--- src/pkg/svspr_pkg.sv ---
`default_nettype none
package svspr_pkg;
	// Special register numbers.
	localparam logic [9:0] SPR_FAULT_CAUSE = 10'h012;
	localparam logic [9:0] SPR_FAULT_ADDR = 10'h013;
	localparam logic [9:0] SPR_DOWN_COUNTER = 10'h016;
	localparam logic [9:0] SPR_SAVE_RESUME = 10'h01a;
	localparam logic [9:0] SPR_SAVE_STATE = 10'h01b;
	localparam logic [9:0] SPR_IRQ_ON_REC = 10'h050;
	localparam logic [9:0] SPR_IRQ_OFF_REC = 10'h051;
	localparam logic [9:0] SPR_IRQ_OFF_UNREC = 10'h052;
	localparam logic [9:0] SPR_TIME_LOWER_WR = 10'h11c;
	localparam logic [9:0] SPR_TIME_UPPER_WR = 10'h11d;
	localparam logic [9:0] SPR_TIME_LOWER_RD = 10'h10c;
	localparam logic [9:0] SPR_TIME_UPPER_RD = 10'h10d;
	localparam logic [9:0] SPR_CORE_VERSION = 10'h11f;
	localparam logic [9:0] SPR_SCRATCH0 = 10'h110;
	localparam logic [9:0] SPR_ICACHE_CST = 10'h230;
	// State word bit positions, numbered with bit 0 as the most significant.
	localparam int MSW_EXC_LE = 15;
	localparam int MSW_EXT_IRQ_ON = 16;
	localparam int MSW_PRIV = 17;
	localparam int MSW_FP_TRAP_HI = 20;
	localparam int MSW_STEP_TRACE = 21;
	localparam int MSW_BRANCH_TRACE = 22;
	localparam int MSW_FP_TRAP_LO = 23;
	localparam int MSW_VECTOR_HIGH = 25;
	localparam int MSW_RECOVERABLE = 30;
	localparam int MSW_BYTE_ORDER = 31;
	localparam int DOWN_MSB = 0;
	localparam logic [31:0] MSW_WRITABLE_MASK = 32'h0001_ff43;
	localparam logic [31:0] MSW_RESET = 32'h0000_0000;
	localparam logic [31:0] SAVE_LOW_MASK = 32'h0000_ffff;
	localparam logic [31:0] VECTOR_BASE_LOW = 32'h0000_0000;
	localparam logic [31:0] VECTOR_BASE_HIGH = 32'hfff0_0000;
	localparam logic [31:0] CORE_VERSION_VAL = 32'h0001_0001;
	localparam logic [63:0] TIME_ONE = 64'h0000_0000_0000_0001;
	localparam logic [31:0] DOWN_ONE = 32'h0000_0001;
	// Counter clock timing.
	localparam int CORE_CLOCK_HZ = 10000000;
	localparam int TICK_HZ = 1000000;
	localparam int TICK_DIV = CORE_CLOCK_HZ / TICK_HZ;
	localparam logic [3:0] TICK_LAST = 4'(TICK_DIV - 1);
	// Access outcomes reported back to the core.
	typedef enum logic [1:0] {
		SVSPR_OK = 2'b00,
		SVSPR_PRIV_FAULT = 2'b01,
		SVSPR_EMUL_FAULT = 2'b10
	} svspr_result_t;
endpackage : svspr_pkg
`default_nettype wire

--- src/verilog/svspr_file.sv ---
// Function
// - Step trace forces ordered dispatch, traps each instruction
// - Branch trace traps every completed branch
// - State bit 25 selects vector table base
// - State bit 30 marks recoverable machine state
// - State bit 31 selects little-endian byte order
// - Nonzero floating trap mode invokes precise handler
// - Fault cause loaded on data/alignment faults
// - Alignment fault loads fault address register
// - Time count written per half, supervisor only
// - Upper half high order, lower half low
// - Down counter read harmless, write replaces all
// - Sign rise posts request; taking cancels extras
// - Software write sign rise also posts request
// - Down counter ignores reset, keeps counting on internal clock
// - Counters tick from selectable divided clock
// - Resume address saved per exception, syscall next
// - Save state: info high, state word low
// - Four scratch registers unchanged by reset
// - Version register read-only, supervisor only
// - Implementation registers reachable only in supervisor
// - Shortcut writes set or clear enable, recoverable
// - Supervisor reads of shortcut registers raise emulation fault; user reads raise privilege fault
// - Interrupt enable gates external and counter exceptions
`default_nettype none
module svspr_file
	import svspr_pkg::*;
(
	// Clock and reset.
	input wire logic clock,
	input wire logic reset_n,
	// Special register access from the execution stage.
	input wire logic sprWrite,
	input wire logic sprRead,
	input wire logic [9:0] sprNum,
	input wire logic [31:0] sprWrData,
	output logic [31:0] sprRdData,
	output svspr_pkg::svspr_result_t sprResult,
	// State word moves and return from exception.
	input wire logic stateWrite,
	input wire logic [31:0] stateWrData,
	input wire logic returnFromExc,
	output logic [31:0] machineStateWord,
	// Exception entry.
	input wire logic excTake,
	input wire logic excIsCounter,
	input wire logic [31:0] excResumeAddr,
	input wire logic [15:0] excInfo,
	input wire logic excDataFault,
	input wire logic excAlignFault,
	input wire logic [31:0] excFaultCause,
	input wire logic [31:0] excFaultAddr,
	// Instruction completion for trace.
	input wire logic instrDone,
	input wire logic instrIsBranch,
	input wire logic instrOtherExc,
	input wire logic fpEnabledExc,
	// Counter clock control.
	input wire logic counterClockOn,
	input wire logic counterClockSelExt,
	input wire logic extCounterClock,
	// Control outputs to the core.
	input wire logic externalIrq,
	output logic traceExcReq,
	output logic strictOrder,
	output logic fpAssistReq,
	output logic [31:0] vectorBase,
	output logic byteOrderLittle,
	output logic stateRecoverable,
	output logic counterExcPending,
	output logic counterExcTake,
	output logic externalExcTake
);
	import svspr_pkg::*;

	// Bit index with bit 0 as most significant.
	function automatic int bx(input int b);
		bx = 31 - b;
	endfunction : bx

	logic [31:0] msw_q, msw_d;
	logic [31:0] faultCause_q, faultAddr_q, resume_q, saveState_q;
	logic [31:0] down_q, down_d;
	logic [63:0] time_q, time_d;
	logic [31:0] scratch_q [4];
	logic [3:0] div_q;
	logic [2:0] extSync_q;
	logic extLevel_q, extPrev_q;
	logic pending_q;

	// Named state word fields; bit 0 of the word is its most significant bit.
	wire extIrqOn = msw_q[bx(MSW_EXT_IRQ_ON)];
	wire stepTraceOn = msw_q[bx(MSW_STEP_TRACE)];
	wire branchTraceOn = msw_q[bx(MSW_BRANCH_TRACE)];
	wire fpTrapModeHi = msw_q[bx(MSW_FP_TRAP_HI)];
	wire fpTrapModeLo = msw_q[bx(MSW_FP_TRAP_LO)];
	wire vectorHighBase = msw_q[bx(MSW_VECTOR_HIGH)];

	// Privilege and decode.
	wire userMode = msw_q[bx(MSW_PRIV)];
	wire hitFaultCause = (sprNum == SPR_FAULT_CAUSE);
	wire hitFaultAddr = (sprNum == SPR_FAULT_ADDR);
	wire hitDown = (sprNum == SPR_DOWN_COUNTER);
	wire hitResume = (sprNum == SPR_SAVE_RESUME);
	wire hitSaveState = (sprNum == SPR_SAVE_STATE);
	wire hitIrqOnRec = (sprNum == SPR_IRQ_ON_REC);
	wire hitIrqOffRec = (sprNum == SPR_IRQ_OFF_REC);
	wire hitIrqOffUnrec = (sprNum == SPR_IRQ_OFF_UNREC);
	wire hitTimeLoWr = (sprNum == SPR_TIME_LOWER_WR);
	wire hitTimeHiWr = (sprNum == SPR_TIME_UPPER_WR);
	wire hitTimeLoRd = (sprNum == SPR_TIME_LOWER_RD);
	wire hitTimeHiRd = (sprNum == SPR_TIME_UPPER_RD);
	wire hitVersion = (sprNum == SPR_CORE_VERSION);
	wire isShortcut = hitIrqOnRec || hitIrqOffRec || hitIrqOffUnrec;
	wire isScratch = (sprNum[9:2] == SPR_SCRATCH0[9:2]);
	wire isUserReadable = hitTimeLoRd || hitTimeHiRd;
	wire isKnown = isShortcut || isScratch || isUserReadable
		|| hitFaultCause || hitFaultAddr || hitDown || hitResume || hitSaveState
		|| hitTimeLoWr || hitTimeHiWr || hitVersion;
	// Time count reads are the only accesses left open to user mode.
	wire anyAccess = sprRead || sprWrite;
	wire userReadOk = sprRead && isUserReadable;
	wire privFault = userMode && anyAccess && isKnown && !userReadOk;
	wire emulFault = sprRead && isShortcut && !privFault;
	wire readOnlyWr = hitVersion || isUserReadable;
	wire rdOk = sprRead && !privFault && !emulFault;
	wire wrOk = sprWrite && !privFault && !readOnlyWr;
	wire wrDown = wrOk && hitDown;
	wire wrTimeLo = wrOk && hitTimeLoWr;
	wire wrTimeHi = wrOk && hitTimeHiWr;
	wire wrResume = wrOk && hitResume;
	wire wrSaveState = wrOk && hitSaveState;
	wire wrFaultCause = wrOk && hitFaultCause;
	wire wrFaultAddr = wrOk && hitFaultAddr;
	wire wrScratch = wrOk && isScratch;
	wire wrShortcut = wrOk && isShortcut;

	assign sprResult = privFault ? SVSPR_PRIV_FAULT : (emulFault ? SVSPR_EMUL_FAULT : SVSPR_OK);

	// Read data; a read never disturbs a counter.
	// Reads return zero when refused, so a faulted read leaks nothing.
	wire [31:0] scratchRd = scratch_q[sprNum[1:0]];
	always_comb begin
		sprRdData = '0;
		if (rdOk) begin
			case (sprNum)
				SPR_FAULT_CAUSE: sprRdData = faultCause_q;
				SPR_FAULT_ADDR: sprRdData = faultAddr_q;
				SPR_DOWN_COUNTER: sprRdData = down_q;
				SPR_SAVE_RESUME: sprRdData = resume_q;
				SPR_SAVE_STATE: sprRdData = saveState_q;
				SPR_TIME_UPPER_RD: sprRdData = time_q[63:32];
				SPR_TIME_LOWER_RD: sprRdData = time_q[31:0];
				SPR_CORE_VERSION: sprRdData = CORE_VERSION_VAL;
				default: sprRdData = isScratch ? scratchRd : '0;
			endcase
		end
	end

	// Counter clock: internal divider or synchronised external source.
	wire extRise = extLevel_q && !extPrev_q;
	wire intTick = (div_q == TICK_LAST);
	wire tick = counterClockOn && (counterClockSelExt ? extRise : intTick);

	// The divider has no reset, so ticks go on through reset; a down counter write realigns it.
	// Ticks stay unknown in simulation until that first write.
	wire divRestart = intTick || wrDown;
	always_ff @(posedge clock) begin
		div_q <= divRestart ? '0 : div_q + 4'h1;
	end

	// Three flops; a level counts once the last two agree.
	wire extAgree = (extSync_q[2] == extSync_q[1]);

	always_ff @(posedge clock or negedge reset_n) begin
		if (!reset_n) begin
			extSync_q <= '0;
		end else begin
			extSync_q <= {extSync_q[1:0], extCounterClock};
		end
	end

	always_ff @(posedge clock or negedge reset_n) begin
		if (!reset_n) begin
			extLevel_q <= 1'b0;
			extPrev_q <= 1'b0;
		end else begin
			extLevel_q <= extAgree ? extSync_q[2] : extLevel_q;
			extPrev_q <= extLevel_q;
		end
	end

	// Time count: increments per tick; each half written alone.
	// A half write wins over the tick for that half; the other half keeps counting.
	wire [63:0] timeInc = time_q + TIME_ONE;
	always_comb begin
		time_d = tick ? timeInc : time_q;
		if (wrTimeLo) begin
			time_d[31:0] = sprWrData;
		end
		if (wrTimeHi) begin
			time_d[63:32] = sprWrData;
		end
	end

	// Down counter: decrements per tick, write replaces whole value.
	wire [31:0] downDec = down_q - DOWN_ONE;
	assign down_d = wrDown ? sprWrData : (tick ? downDec : down_q);
	wire downSignNow = down_q[bx(DOWN_MSB)];
	wire downSignNext = down_d[bx(DOWN_MSB)];
	wire downRise = !downSignNow && downSignNext;

	// Neither counter has a reset: on the internal divider both keep running through it.
	always_ff @(posedge clock) begin
		time_q <= time_d;
	end

	always_ff @(posedge clock) begin
		down_q <= down_d;
	end

	// Scratch registers keep contents across reset.
	for (genvar i = 0; i < 4; i++) begin : g_scratch
		wire hitThis = wrScratch && (sprNum[1:0] == 2'(i));
		always_ff @(posedge clock) begin
			if (hitThis) begin
				scratch_q[i] <= sprWrData;
			end
		end
	end

	// Pending counter exception: set wins, taking clears extras.
	// A rise in the cycle of a take is a new request, so it must not be lost.
	wire pendingClear = excTake && excIsCounter;
	always_ff @(posedge clock or negedge reset_n) begin
		if (!reset_n) begin
			pending_q <= 1'b0;
		end else if (downRise) begin
			pending_q <= 1'b1;
		end else if (pendingClear) begin
			pending_q <= 1'b0;
		end
	end

	assign counterExcPending = pending_q;
	assign counterExcTake = pending_q && extIrqOn;
	assign externalExcTake = externalIrq && extIrqOn;

	// State word next value.
	// Exception entry outranks return, state moves and shortcut writes.
	// Shortcut numbers ignore the written data.
	wire [31:0] mswRestored = (msw_q & ~SAVE_LOW_MASK) | (saveState_q & SAVE_LOW_MASK);
	wire [31:0] mswWritten = stateWrData & MSW_WRITABLE_MASK;
	wire stateWrOk = stateWrite && !userMode;
	always_comb begin
		msw_d = msw_q;
		if (excTake) begin
			msw_d[bx(MSW_EXT_IRQ_ON)] = 1'b0;
			msw_d[bx(MSW_PRIV)] = 1'b0;
			msw_d[bx(MSW_STEP_TRACE)] = 1'b0;
			msw_d[bx(MSW_BRANCH_TRACE)] = 1'b0;
			msw_d[bx(MSW_RECOVERABLE)] = 1'b0;
			msw_d[bx(MSW_BYTE_ORDER)] = msw_q[bx(MSW_EXC_LE)];
		end else if (returnFromExc) begin
			msw_d = mswRestored;
		end else if (stateWrOk) begin
			msw_d = mswWritten;
		end else if (wrShortcut) begin
			msw_d[bx(MSW_EXT_IRQ_ON)] = hitIrqOnRec;
			msw_d[bx(MSW_RECOVERABLE)] = !hitIrqOffUnrec;
		end
	end

	always_ff @(posedge clock or negedge reset_n) begin
		if (!reset_n) begin
			msw_q <= MSW_RESET;
		end else begin
			msw_q <= msw_d;
		end
	end

	// Exception save registers and fault registers.
	// The cause loads on data and alignment faults, the address on alignment only.
	wire loadCause = excTake && (excDataFault || excAlignFault);
	wire loadAddr = excTake && excAlignFault;
	wire [31:0] saveStateEntry = {excInfo, msw_q[15:0]};

	always_ff @(posedge clock or negedge reset_n) begin
		if (!reset_n) begin
			resume_q <= '0;
		end else if (excTake) begin
			resume_q <= excResumeAddr;
		end else if (wrResume) begin
			resume_q <= sprWrData;
		end
	end

	always_ff @(posedge clock or negedge reset_n) begin
		if (!reset_n) begin
			saveState_q <= '0;
		end else if (excTake) begin
			saveState_q <= saveStateEntry;
		end else if (wrSaveState) begin
			saveState_q <= sprWrData;
		end
	end

	always_ff @(posedge clock or negedge reset_n) begin
		if (!reset_n) begin
			faultCause_q <= '0;
		end else if (loadCause) begin
			faultCause_q <= excFaultCause;
		end else if (wrFaultCause) begin
			faultCause_q <= sprWrData;
		end
	end

	always_ff @(posedge clock or negedge reset_n) begin
		if (!reset_n) begin
			faultAddr_q <= '0;
		end else if (loadAddr) begin
			faultAddr_q <= excFaultAddr;
		end else if (wrFaultAddr) begin
			faultAddr_q <= sprWrData;
		end
	end

	// Control outputs derived from the state word.
	// The trace request drops when the instruction raised anything else.
	wire traceEligible = instrDone && !instrOtherExc;
	wire branchTraced = branchTraceOn && instrIsBranch;
	wire fpTrapOn = fpTrapModeHi || fpTrapModeLo;
	assign machineStateWord = msw_q;
	assign strictOrder = stepTraceOn;
	assign traceExcReq = traceEligible && (stepTraceOn || branchTraced);
	assign fpAssistReq = fpEnabledExc && fpTrapOn;
	assign vectorBase = vectorHighBase ? VECTOR_BASE_HIGH : VECTOR_BASE_LOW;
	assign byteOrderLittle = msw_q[bx(MSW_BYTE_ORDER)];
	assign stateRecoverable = msw_q[bx(MSW_RECOVERABLE)];
endmodule : svspr_file
`default_nettype wire

--- config.mk ---
export PLATFORM = sky130hd
export DESIGN_NAME = svspr_file
export DESIGN_NICKNAME = d
export VERILOG_FILES = /design/src/pkg/svspr_pkg.sv /design/src/verilog/svspr_file.sv
export SDC_FILE = /design/constraint.sdc
export NUM_CORES = 1
export LEC_CHECK = 0
export ABC_AREA = 1
export ABC_CLOCK_PERIOD_IN_PS = 3690
export BUFFER_PORTS_ARGS = -buffer_cell sky130_fd_sc_hd__buf_2
export CAP_MARGIN = 0
export CELL_PAD_IN_SITES_DETAIL_PLACEMENT = 1
export CELL_PAD_IN_SITES_GLOBAL_PLACEMENT = 1
export CORE_MARGIN = 4
export CORE_UTILIZATION = 39
export DETAILED_ROUTE_END_ITERATION = 7
export PLACE_DENSITY = 0.87
export RECOVER_POWER = 50
export SKIP_LAST_GASP = 1
export SLEW_MARGIN = 40
export SYNTH_ARGS = -nofsm -noshare
export SYNTH_HDL_FRONTEND = slang
export SYNTH_SLANG_ARGS = --single-unit
--- constraint.sdc ---
create_clock -name clock -period 3.69 [get_ports clock]
set_clock_uncertainty 0.2 [all_clocks]
set_input_delay 0.369 -clock clock [delete_from_list [all_inputs] [get_ports clock]]
set_output_delay 0.369 -clock clock [all_outputs]
set_load 0.05 [all_outputs]
Word level (Yosys, flattened, before mapping)
Memory sizes are Yosys's and may differ from the RTL's.
Index checks and enable logic that the tools add are counted.
{ "classes": {"n_eq_ne": 19, "n_lt_le_gt_ge": 0, "mul": 0, "n_bitwise": 2, "mux": 50, "addsub": 3, "reduce_logical": 80, "n_div": 0, "shifts": 0} }
{ "ops": {"columns": ["op", "n"], "rows": [
  ["32-bit 2-to-1 mux", 19],
  ["32-bit case mux with 8 select lines", 1],
  ["32-bit OR reduction", 3],
  ["64-bit by 1-bit adder with 64-bit output, second input constant", 1],
  ["64-bit 2-to-1 mux", 1],
  ["10-bit by 5-bit equality test with 1-bit output, second input constant", 5],
  ["10-bit by 9-bit equality test with 1-bit output, second input constant", 5],
  ["1-bit logical AND", 36],
  ["32-bit by 16-bit OR with 32-bit output", 1],
  ["32-bit by 1-bit subtractor with 32-bit output, second input constant", 1],
  ["10-bit by 7-bit equality test with 1-bit output, second input constant", 3],
  ["1-bit logical OR", 19],
  ["1-bit 2-to-1 mux", 19],
  ["2-bit nonzero test", 9],
  ["16-bit 2-to-1 mux", 1],
  ["2-bit 2-to-1 mux", 8],
  ["13-bit 2-to-1 mux", 1],
  ["1-bit zero test", 9],
  ["8-bit by 7-bit equality test with 1-bit output, second input constant", 1],
  ["4-bit by 1-bit adder with 4-bit output, second input constant", 1],
  ["2-bit equality test, second input constant", 2],
  ["4-bit equality test, second input constant", 1],
  ["4-bit nonzero test", 1],
  ["3-bit nonzero test", 1],
  ["other kinds (5)", 5]
]} }
{ "totals": {"ram_bits": 128, "mem_count": 1, "inputBits": 204, "word_cells": 171, "latchBits": 0, "output_inout_bits": 106, "rom_bits": 0, "register_bits": 266} }
{ "memory_table": {"columns": ["name", "words", "width", "rd", "rd_clocked_by_memory_dff", "wr", "line", "rtl"], "rows": [
  ["scratch_q", 4, 32, 1, 0, 1, "svspr_file.sv:85", "logic [31:0] scratch_q [4];"]
]} }

Longest topological paths before layout
Gate-level depths: netlist of run 1.
{ "logic_depth": {"word_depth": 26, "ltp_mapped": 16, "mapped_depth_nobuf": 14} }

Worst setup path after synthesis of run 1
OpenSTA, ideal clock, no wires.
{ "synth_timing": {"path_kind": "input-to-reg", "from": "input port sprNum[9]", "to": "memory scratch_q[0][0], enable pin", "t_arrival_ns": 3.605, "required_ns": 3.029, "setup_ns": 0.461, "path_stages": 12, "path_slack_ns": -0.576, "path_cell_list": "inv_1 -> nand2_1 -> nor2_4 -> nand3_1 -> nand3_1 -> nor2_2 -> nand2_2 -> nand2_4 -> nand2_4 -> inv_4 -> nand2_1 -> nor3_1"} }
{ "synth_rtl": {"columns": ["item", "line", "rtl"], "rows": [
  ["start: declaration", "svspr_file.sv:35", "input wire logic [9:0] sprNum,"],
  ["10-bit by 7-bit equality test with 1-bit output (on tied branches)", "svspr_file.sv:106, svspr_file.sv:107", null],
  ["1-bit logical OR (2 in series)", "svspr_file.sv:114", "wire isShortcut = hitIrqOnRec || hitIrqOffRec || hitIrqOffUnrec;"],
  ["1-bit logical OR (2 in series)", "svspr_file.sv:117", "wire isKnown = isShortcut || isScratch || isUserReadable"],
  ["1-bit logical OR (5 in series)", "svspr_file.sv:118", "|| hitFaultCause || hitFaultAddr || hitDown || hitResume || hitSaveState"],
  ["1-bit logical OR (3 in series)", "svspr_file.sv:119", "|| hitTimeLoWr || hitTimeHiWr || hitVersion;"],
  ["1-bit logical AND (2 in series)", "svspr_file.sv:123", "wire privFault = userMode && anyAccess && isKnown && !userReadOk;"],
  ["1-bit zero test", "svspr_file.sv:127", "wire wrOk = sprWrite && !privFault && !readOnlyWr;"],
  ["1-bit logical AND (2 in series)", "svspr_file.sv:127", null],
  ["1-bit logical AND (*)", "svspr_file.sv:135", "wire wrScratch = wrOk && isScratch;"],
  ["1-bit logical AND (*)", "svspr_file.sv:224", "wire hitThis = wrScratch && (sprNum[1:0] == 2'(i));"],
  ["named net g_scratch[0].hitThis", "svspr_file.sv:224", null],
  ["1-bit 2-to-1 mux (*)", "svspr_file.sv:226", "if (hitThis) begin"],
  ["1-bit 2-to-1 mux (implied by the code) (*)", "svspr_file.sv:227", "scratch_q[i] <= sprWrData;"],
  ["1-bit 2-to-1 mux (no line) (*) (3 in series)", null, null],
  ["end: declaration", "svspr_file.sv:85", null]
]} }
Mark *: on every way through the listed nets, which the timed path passes. The rest lies on a longest branch.

Worst setup path in the final report of run 1
{ "layout_timing": {"from": "input port sprNum[5]", "to": "output port sprRdData[14]"} }
{ "layout_via": {"elab_chain_len": 20} }
{ "layout_rtl": {"columns": ["item", "line", "rtl"], "rows": [
  ["10-bit by 7-bit equality test with 1-bit output (on tied branches)", "svspr_file.sv:106, svspr_file.sv:107", null],
  ["1-bit logical OR (2 in series)", "svspr_file.sv:114", null],
  ["1-bit logical OR (2 in series)", "svspr_file.sv:117", null],
  ["1-bit logical OR (5 in series)", "svspr_file.sv:118", null],
  ["1-bit logical OR (3 in series)", "svspr_file.sv:119", null],
  ["1-bit logical AND (2 in series)", "svspr_file.sv:123", null],
  ["1-bit zero test", "svspr_file.sv:124, svspr_file.sv:126", null],
  ["1-bit logical AND", "svspr_file.sv:124", "wire emulFault = sprRead && isShortcut && !privFault;"],
  ["1-bit zero test", "svspr_file.sv:126", "wire rdOk = sprRead && !privFault && !emulFault;"],
  ["1-bit logical AND", "svspr_file.sv:126", null],
  ["32-bit 2-to-1 mux (*)", "svspr_file.sv:145", "if (rdOk) begin"],
  ["end: declaration", "svspr_file.sv:37", "output logic [31:0] sprRdData,"]
]} }
Mark *: on every way between the ends. The rest lies on a longest branch, timed or not.

==> flow_summary.yaml, run 1 <==
synthesis:
  netlist_top_cells_area: "edfxtp_1 32%, dfrtp_1 18%, nand2_1 13%"
  yosys_warnings: 0
  netlist_top_cells_count: "752 x nand2_1, 260 x inv_1, 244 x nor2_1, 223 x edfxtp_1, 167 x o21ai_0"
  syn_area_mm2: 0.02100
  post-synth-top-count-cell: "nand2_1"
  ys.flop_type: "edfxtp_1"
  synth_cell_type_count: 47
  synth.avg_cell_area_um2: 8.146
  ys_seq_area_frac: 0.5036
  synth_edf_count: 223
  synth.largest_area_cell: "edfxtp_1"
  async_flop_share: 0.3984
  ys_ff_latch: 379
  synth_cells: 2578
  netlist.area_leader.share: 0.3189
timing:
  maxSlewHeadroom: -0.5862
  max_freq_ghz: 0.2809
  tightest_slew_ns: 2.379
  fin_crit_ns: 3.560
  grt_setup_unrepaired: "no"
  period_share: 0.9648
  slew_violations: 89
  fin_setup_tns_ns: 0
  setup_violations: 0
  hold_viol: 0
setup_path:
  cp.arrival_ns: 2.99
  required_ns: 3.12
  cp_max_fo: 19
  cp_top_family: "simple AND/OR/NAND/NOR gates"
  critPathCaptureType: "primary output"
  crit_path_start_kind: "primary input"
  path_buf_inv: 5
  max_stage_delay_ns: 0.34
  crit_path_top_delay_cell: "buf_2"
  critical_path_class: "in2out"
  path_cells: "buf_2 -> inv_1 -> nand2_1 -> nor2_2 -> nand3_1 -> buf_4 -> inv_1 -> a22oi_1 -> nand4_1 -> nand2_1 -> nor2_1 -> buf_2"
hold_path:
  min_path_type: "in2reg"
finish:
  syn_to_final_growth_pct: 23.71
  drive_above_1_share: 0.1247
  final_util: 0.4904
  nets: 3175
  instances_no_fill: 3693
  final_cell_area_mm2: 0.02598
floorplan:
  row_count: 84
  die_x_um: 240.1
  start_util: 0.3964
  pin_count: 310
  dieArea_mm2: 0.05762
  core-area_mm2: 0.05297
  chipHeight_um: 240.1
drt:
  routed_wl_um: 116000
  routed-via-count: 22100
  drcViolationCount: 0
  vias_per_cell: 5.984
  drt-initial-drc-count: 2850
  wl_per_cell_um: 31.40
  drtPass1Iterations: 6
  ant_nets: 0
power_and_ir_drop:
  p_comb_frac: 0.161
  p_leak_nw: 11.28
  seqPwrFrac: 0.444
  intPower_mw: 7.773
  ir_worst_vdd_mv: 0.4079
  pwr-share-clk: 0.395
  p_per_area_mw_per_mm2: 435.0
  switching_power_mw: 3.529
  switching_share: 0.3122
  power.total_mw: 11.30
cts:
  cts_root_buffer: "clkbuf_16"
  cts_tree: "done"
  path_clk_slew_ns: 0.06
  cts_buffer_depth: 3
  cts_made_buffers: 44
  clk_latency_ns: 0.59
  ctsResizeCount: 0
  clock_sinks: 379
  htree_levels: 2
global_route:
  grt_pass1_wl_um: 162300
  busiest_layer: "met2"
  use_met3: 0.09819
  grt_util_all_layers: 0.3936
  met1_usage: 0.4782
  grt_max_degree: 89
  overflow: 0
  use_met2: 0.6319
  antenna_found_initial: 13
  grt_pass1_vias: 22670
place:
  dpl_cell_area_mm2: 0.02336
  post-place-cells: 3471
  place.gp.congestion: 1.042
  port_buffers: 254
  dp_hpwl_um: 80970
job:
  cap_viol_max_count: 1
run_status:
  outcome: "complete, but fails checks"
  violations: "capacitance limit, slew limit"
cell usage in the layout, fill, tap and decap left out, types with 6 or more instances in the layout:
master and instances:
a211oi_1 6, a21oi_1 70, a22oi_1 22, a31oi_1 22, buf_12 28, buf_2 160, buf_4 59, clkbuf_1 85
clkbuf_16 47, clkbuf_2 6, clkbuf_8 6, clkinv_1 7, clkinv_2 12, conb_1 35, dfrtp_1 151, dlygate4sd3_1 138
edfxtp_1 223, inv_1 250, inv_2 13, nand2_1 758, nand3_1 78, nand3b_1 8, nand4_1 56, nor2_1 242
nor2_2 8, nor3_1 41, nor4_1 11, o21ai_0 171, o21ai_1 53, o21ai_2 20, o22ai_1 81, xnor2_1 10
xor2_1 80
sequential cells by signal (all words and copies together) (netlist names):
name	flops
faultAddr_q	32
time_q	64
div_q	4
machineStateWord	17
scratch_q	128
counterExcPending	1
extLevel_q	1
extPrev_q	1
down_q	32
saveState_q	32
resume_q	32
extSync_q	3
faultCause_q	32
path summary, 6_finish.rpt:
check                                   end  slack, ns                  from  depth (start not counted)
setup reg to reg                 time_q[63]       0.37  machineStateWord[14]                          8
min in group asynchronous    faultAddr_q[8]       0.81               reset_n                          2
setup / recovery              sprRdData[14]       0.13             sprNum[5]                         12
hold / removal              saveState_q[31]      0.007           excInfo[15]                          5
hold reg to reg                extSync_q[1]       0.16          extSync_q[0]                          0
max in group asynchronous  faultCause_q[17]       0.80               reset_n                          3
per-layer routing:
layer / up-vias / share of wire / routed length (µm)
met5: - / 0.00032 / 37
met4: 6 / 0.079 / 9215
met3: 409 / 0.10 / 11550
met2: 1517 / 0.46 / 52800
met1: 10903 / 0.37 / 42370
li1: 9265 / - / -
per-stage QoR:
step	worst slack, ns	hold WS, ns
2_1_floorplan	0.2955	-0.1266
3_3_place_gp	0.2929	0.1393
3_5_place_dp	0.2678	0.1485
4_1_cts	0.2511	0.001983
5_1_grt	0.05229	0.01400
6_report	0.1300	0.007273
cell families (layout without fill, tap and decap cells):
family                     count (synthesis)  after routing  share of synthesized area
xor gates and xnor gates                  90             90                    0.03754
AOI/OAI and AO/OA                        459            459                     0.1246
buffers and inverters                    428            816                    0.09253
other                                      1             40                  0.0001786
adders and majority gates                  5              5                   0.002860
and+or+nand+nor                         1216           1216                     0.2387
DFF                                      379            379                     0.5036
final cells by class:
cell class	instances	area [µm²]
fill	6435	26990
sequential	379	10580
multi-input combinational	1805	8596
timing repair buffer	467	3501
clock buffer	62	1292
inverter	270	1016
tap	688	860.8
clock inverter	17	125.1
antenna	5	12.51
power by group through the flow:
stage                     Clock [mW]  Combinational, mW  Sequential (mW)
after global placement             0               1.55             5.06
final                           4.46               1.82             5.02
after detailed placement           0               1.61             5.08
after CTS                       4.40               1.75             4.99
after floorplan                    0              0.927             5.06
after global routing            4.61               1.91             5.03
tightest hold or removal path, delay by kind of cell:
family | cells | cell delay [ns]
AO/OA/AOI/OAI | 2 | 0.16
buffers and inverters | 1 | 0.08
AND/OR/NAND/NOR | 2 | 0.13
repair_timing:
item,in CTS,in global routing
buffers inserted,0,0
hold buffers,138,0
hold endpoints to repair,317,0
setup endpoints to repair,0,0
Note: power is estimated with default switching activity, not from simulation.
==> run 2, diff against run 1 <==
==> constraint.sdc (replaced) <==
create_clock -name clock -period 3.69 [get_ports clock]
set_clock_uncertainty 0.2 [all_clocks]
set_input_delay 0.369 -clock clock [delete_from_list [all_inputs] [get_ports clock]]
set_output_delay 0.369 -clock clock [all_outputs]
set_load 0.02 [all_outputs]
==> run 2 against run 1 <==
The flow still finishes with violations (capacitance limit, slew limit). Register-to-register slack better by 0.23 ns. Worst hold slack better by 0.0062 ns. Via count down 0.67%. Final cell count about the same. Wire length down 0.58%. Fmax up 1.2%. Total power down 1.1%. Non-clock buffer count up 8. Critical endpoint is now sprRdData[31].
==> flow_summary.yaml, run 2 (synthesis results as in run 1) <==
run_status:
  outcome: "complete, but fails checks"
  violations: "capacitance limit, slew limit"
power_and_ir_drop:
  seqPwrFrac: 0.450
  power.total_mw: 11.17
  pwr-share-clk: 0.402
  switching_share: 0.3014
  p_leak_nw: 11.25
  ir_worst_vdd_mv: 0.4351
  p_per_area_mw_per_mm2: 434.3
  p_comb_frac: 0.149
  switching_power_mw: 3.368
  intPower_mw: 7.805
floorplan:
  chipHeight_um: 240.1
  row_count: 84
  dieArea_mm2: 0.05762
  pin_count: 310
  core-area_mm2: 0.05297
  start_util: 0.3964
  die_x_um: 240.1
timing:
  maxSlewHeadroom: -0.3188
  period_share: 0.9532
  whs_ns: 0.01345
  setup_violations: 0
  slew_violations: 72
  grt_setup_unrepaired: "no"
  fin_crit_ns: 3.517
  hold_viol: 0
  tightest_slew_ns: 1.978
  fin_setup_tns_ns: 0
  max_freq_ghz: 0.2843
setup_path:
  crit_path_start_kind: "primary input"
  cp.arrival_ns: 2.95
  crit_path_top_delay_cell: "o22ai_1"
  path_cells: "buf_2 -> inv_1 -> nand2_1 -> nor2_1 -> nand3_1 -> buf_4 -> o22ai_1 -> a21oi_1 -> nand2_1 -> nor2_1 -> nor3_1 -> buf_4 -> buf_2"
  required_ns: 3.12
  cp_max_fo: 11
  cp_top_family: "simple AND/OR/NAND/NOR gates"
  reg2reg_from: "time_q[6]"
  max_stage_delay_ns: 0.51
  path_buf_inv: 5
  critical_path_class: "in2out"
  critPathLaunch: "sprNum[7]"
  critPathCaptureType: "primary output"
cts:
  cts_root_buffer: "clkbuf_16"
  cts_tree: "done"
  clk_latency_ns: 0.60
  htree_levels: 2
  clock_sinks: 379
  path_clk_slew_ns: 0.06
  cts_buffer_depth: 3
  cts_made_buffers: 44
global_route:
  grt_pass1_wl_um: 162100
  grt_util_all_layers: 0.3920
  grt_max_degree: 76
  overflow: 0
  antenna_found_initial: 12
  grt_pass1_vias: 22664
place:
  place.gp.congestion: 1.098
  port_buffers: 254
  dpl_cell_area_mm2: 0.02308
  dp_hpwl_um: 81600
hold_path:
  worstHoldStart: "excFaultCause[25]"
  min_path_type: "in2reg"
drt:
  ant_nets: 0
  drcViolationCount: 0
  vias_per_cell: 5.940
  routed-via-count: 21953
  drt-initial-drc-count: 2824
  wl_per_cell_um: 31.19
  routed_wl_um: 115300
  drtPass1Iterations: 6
finish:
  final_common_cell: "nand2_1"
  final_cell_area_mm2: 0.02573
  final_cell_mix: "756 x nand2_1, 250 x inv_1, 241 x nor2_1"
  largest-register: "scratch_q"
  fillers: 6436
  largest_register_ffs: 128
  syn_to_final_growth_pct: 22.51
  final-seq-area_mm2: 0.01058
  multi_input_area_mm2: 0.008613
  nets: 3183
  drive_above_1_share: 0.1261
  reg_top3: "scratch_q: 128 flops, time_q: 64 flops"
job:
  cap_viol_max_count: 1
==> run 2: per-layer routing <==
| metal | share of wire | vias to the layer above | wire [µm] | global-route usage |
|---|---|---|---|---|
| met3 | 0.099 | 397 | 11470 | 0.09348 |
| met2 | 0.44 | 1401 | 51250 | 0.6093 |
| met4 | 0.078 | 2 | 9007 | 0.2415 |
| li1 | - | 9273 | - | - |
| met5 | 0.00011 | - | 13 | 0 |
| met1 | 0.38 | 10880 | 43550 | 0.4961 |
==> run 2: what timing repair did <==
action	in CTS	in global routing
endpoints found under the hold margin	301	0
resized for setup	0	1
hold buffers	139	0
buffers inserted	0	0
endpoints found under the setup margin	0	3
==> run 2: through the flow <==
step | worst slack [ns] | instances | utilization
6_report | 0.1729 | 3696 | 0.4857
5_1_grt | 0.09946 | 3694 | 0.4856
4_1_cts | 0.1898 | 3693 | 0.4888
3_5_place_dp | 0.2648 | 3478 | 0.4357
3_3_place_gp | 0.2605 | 3478 | 0.4357
2_1_floorplan | 0.2955 | 2612 | -
==> run 2: area by class of cell <==
class / instances / share of cell area
antenna: 3 / 0.0002918
clock buffer: 58 / 0.04761
clock inverter: 18 / 0.007538
inverter: 270 / 0.03954
multi-input combinational: 1805 / 0.3348
sequential: 379 / 0.4110
tap: 688 / 0.03346
timing repair buffer: 475 / 0.1257
==> run 2: path summary, 6_finish.rpt <==
kind | cells past startpoint | end | slack (ns)
worst max-delay path | 13 | sprRdData[31] | 0.17
worst min-delay path | 5 | faultCause_q[25] | 0.01
worst max register to register | 8 | time_q[62] | 0.60
worst min register to register | 0 | extSync_q[1] | 0.15
max in group asynchronous | 3 | faultAddr_q[16] | 0.87
min in group asynchronous | 2 | extLevel_q | 0.64
==> run 2: worst reg2reg max path, cell delays in order (launching register included) <==
cell and delay (ns):
edfxtp_1 0.66, nand2_1 0.20, nor2_1 0.24, nand2_1 0.20, nor2_1 0.57, nand2_1 0.31, nor3b_1 0.28, o21ai_0 0.15
nand2_1 0.14
==> run 2: power by group through the flow <==
stage / Sequential (mW) / Combinational [mW] / Clock [mW]
4_1_cts: 5.00 / 1.60 / 4.43
6_report: 5.02 / 1.66 / 4.49
2_1_floorplan: 5.00 / 0.807 / 0
5_1_grt: 5.03 / 1.76 / 4.66
3_3_place_gp: 5.07 / 1.40 / 0
3_5_place_dp: 5.08 / 1.46 / 0
==> run 3, diff against run 2 <==
--- a/config.mk
+++ b/config.mk
@@ -11,7 +11,7 @@
 export CAP_MARGIN = 0
 export CELL_PAD_IN_SITES_DETAIL_PLACEMENT = 1
 export CELL_PAD_IN_SITES_GLOBAL_PLACEMENT = 1
-export CORE_MARGIN = 4
+export CORE_MARGIN = 2
 export CORE_UTILIZATION = 39
 export DETAILED_ROUTE_END_ITERATION = 7
 export PLACE_DENSITY = 0.87
==> run 3 against run 2 <==
The run still ends with capacitance limit, slew limit left. Fmax rose by 2.1%. Core utilization fell by 0.48 points. Via count rose by 0.29%. Global-route usage rose by 2.4 points. Count of clock-buffer cells in the layout rose by 2. Cell area barely moved. Sequential power barely moved. Largest power group unchanged.
==> flow_summary.yaml, run 3 (synthesis results as in run 1) <==
run_status:
  outcome: "complete, but fails checks"
  violations: "capacitance limit, slew limit"
place:
  dp_hpwl_um: 81830
  post-place-cells: 3481
  pre_cts_ws_ns: 0.1820
  place.gp.congestion: 0.9997
  dpl_cell_area_mm2: 0.02310
  port_buffers: 254
setup_path:
  reg2reg_depth: 8
  cp.arrival_ns: 2.88
  reg2reg_to: "faultCause_q[31]"
  critPathLaunch: "sprNum[1]"
  reg2reg_from: "machineStateWord[14]"
  cp_max_fo: 24
  required_ns: 3.12
  rrSetupSlack_ns: 0.60
  critical_path_class: "in2out"
  crit_path_start_kind: "primary input"
  critPathCaptureType: "primary output"
cts:
  clk_latency_ns: 0.60
  cts_buffer_depth: 3
  cts_root_buffer: "clkbuf_16"
  cts_tree: "done"
  path_clk_slew_ns: 0.07
  cts_made_buffers: 43
  clock_sinks: 379
  htree_levels: 2
  post_cts_buffers: 0
timing:
  whs_ns: 0.003010
  maxSlewHeadroom: -0.4738
  slew_violations: 80
  period_share: 0.9340
  setup_violations: 0
  fin_ws_ns: 0.2436
  fin_crit_ns: 3.446
  tightest_slew_ns: 2.211
  grt_setup_unrepaired: "no"
  max_freq_ghz: 0.2902
  hold_viol: 0
  fin_setup_tns_ns: 0
finish:
  fillers: 6486
  reg_top3: "scratch_q: 128 flops, time_q: 64 flops"
  final_cell_mix: "758 x nand2_1, 250 x inv_1, 242 x nor2_1"
  drive_above_1_share: 0.1175
  final-seq-area_mm2: 0.01058
  instances_no_fill: 3720
  final_common_cell: "nand2_1"
  syn_to_final_growth_pct: 22.49
  nets: 3188
  final_cell_area_mm2: 0.02572
  largest_register_ffs: 128
  final_util: 0.4809
  multi_input_area_mm2: 0.008542
  largest-register: "scratch_q"
drt:
  drcViolationCount: 0
  routed_wl_um: 117600
  ant_nets: 0
  routed-via-count: 22017
  drtPass1Iterations: 5
  drt-initial-drc-count: 2405
  vias_per_cell: 5.919
  wl_per_cell_um: 31.60
hold_path:
  min_delay_path_depth: 5
  holdPathEnd: "saveState_q[18]"
  min_path_type: "in2reg"
  worstHoldStart: "excInfo[2]"
power_and_ir_drop:
  intPower_mw: 7.565
  switching_power_mw: 3.408
  seqPwrFrac: 0.459
  power.total_mw: 10.97
  p_per_area_mw_per_mm2: 426.6
  switching_share: 0.3106
  pwr-share-clk: 0.389
  p_leak_nw: 11.25
  ir_worst_vdd_mv: 0.4105
  p_comb_frac: 0.152
floorplan:
  die_x_um: 236.1
  chipHeight_um: 236.1
  dieArea_mm2: 0.05572
  row_count: 85
  pin_count: 310
  start_util: 0.3926
  core-area_mm2: 0.05350
global_route:
  overflow: 0
  grt_util_all_layers: 0.4162
  antenna_found_initial: 13
  grt_pass1_vias: 22716
  grt_pass1_wl_um: 164400
  grt_max_degree: 81
job:
  cap_viol_max_count: 1
[run 3: cell count changes in the layout (fill, tap and decap cells not counted), moves of 3 or more]
cell / before / now
o21ai_0: 173 / 198
o21ai_2: 20 / 3
dlygate4sd3_1: 139 / 150
diode_2: 3 / 12
o21ai_1: 51 / 43
buf_4: 67 / 61
buf_12: 6 / 9
[run 3: how the worst max path moves through the flow]
| stage | endpoint | cells after the start |
|---|---|---|
| 2_1_floorplan | scratch_q[1][0] | 12 |
| 3_3_place_gp | sprRdData[24] | 12 |
| 3_5_place_dp | scratch_q[1][1] | 10 |
| 4_1_cts | sprRdData[24] | 12 |
| 5_1_grt | saveState_q[19] | 13 |
| 6_report | sprRdData[5] | 13 |
[run 3: timing repair]
action,CTS,global route
setup endpoints to repair,0,3
gates resized for setup,0,1
endpoints found under the hold margin,324,0
hold buffers,150,0
[run 3: critical path, stage by stage]
cell      delay, ns
buf_2          0.15
nand2_1        0.16
inv_2          0.13
nand3_1        0.18
clkbuf_1       0.26
nand2_1        0.08
nor2_1         0.15
nand2_1        0.11
nand2_4        0.17
nand3_1        0.12
buf_4          0.26
a31oi_1        0.45
buf_2          0.27
[run 3: cell type report]
| class | instances | share of cell area |
|---|---|---|
| Clock inverter | 17 | 0.005885 |
| Antenna cell | 12 | 0.001167 |
| Sequential cell | 379 | 0.4111 |
| Clock buffer | 60 | 0.04548 |
| Tap cell | 696 | 0.03385 |
| Timing Repair Buffer | 481 | 0.1308 |
| Multi-Input combinational cell | 1805 | 0.3321 |
| Inverter | 270 | 0.03959 |
[run 3: power groups by stage]
stage	Sequential (mW)	Clock [mW]	Combinational, mW
after global routing	5.04	4.41	1.76
after global placement	5.07	0	1.39
final	5.03	4.27	1.67
after detailed placement	5.09	0	1.45
after floorplan	5.00	0	0.807
after CTS	5.00	4.20	1.59
[run 3: routing by layer]
metal,vias to the layer above,GRT usage,share of wire
met5,-,0,0.00023
met3,430,0.09093,0.091
li1,9280,-,-
met2,1444,0.6639,0.46
met1,10859,0.5071,0.37
met4,4,0.2795,0.079
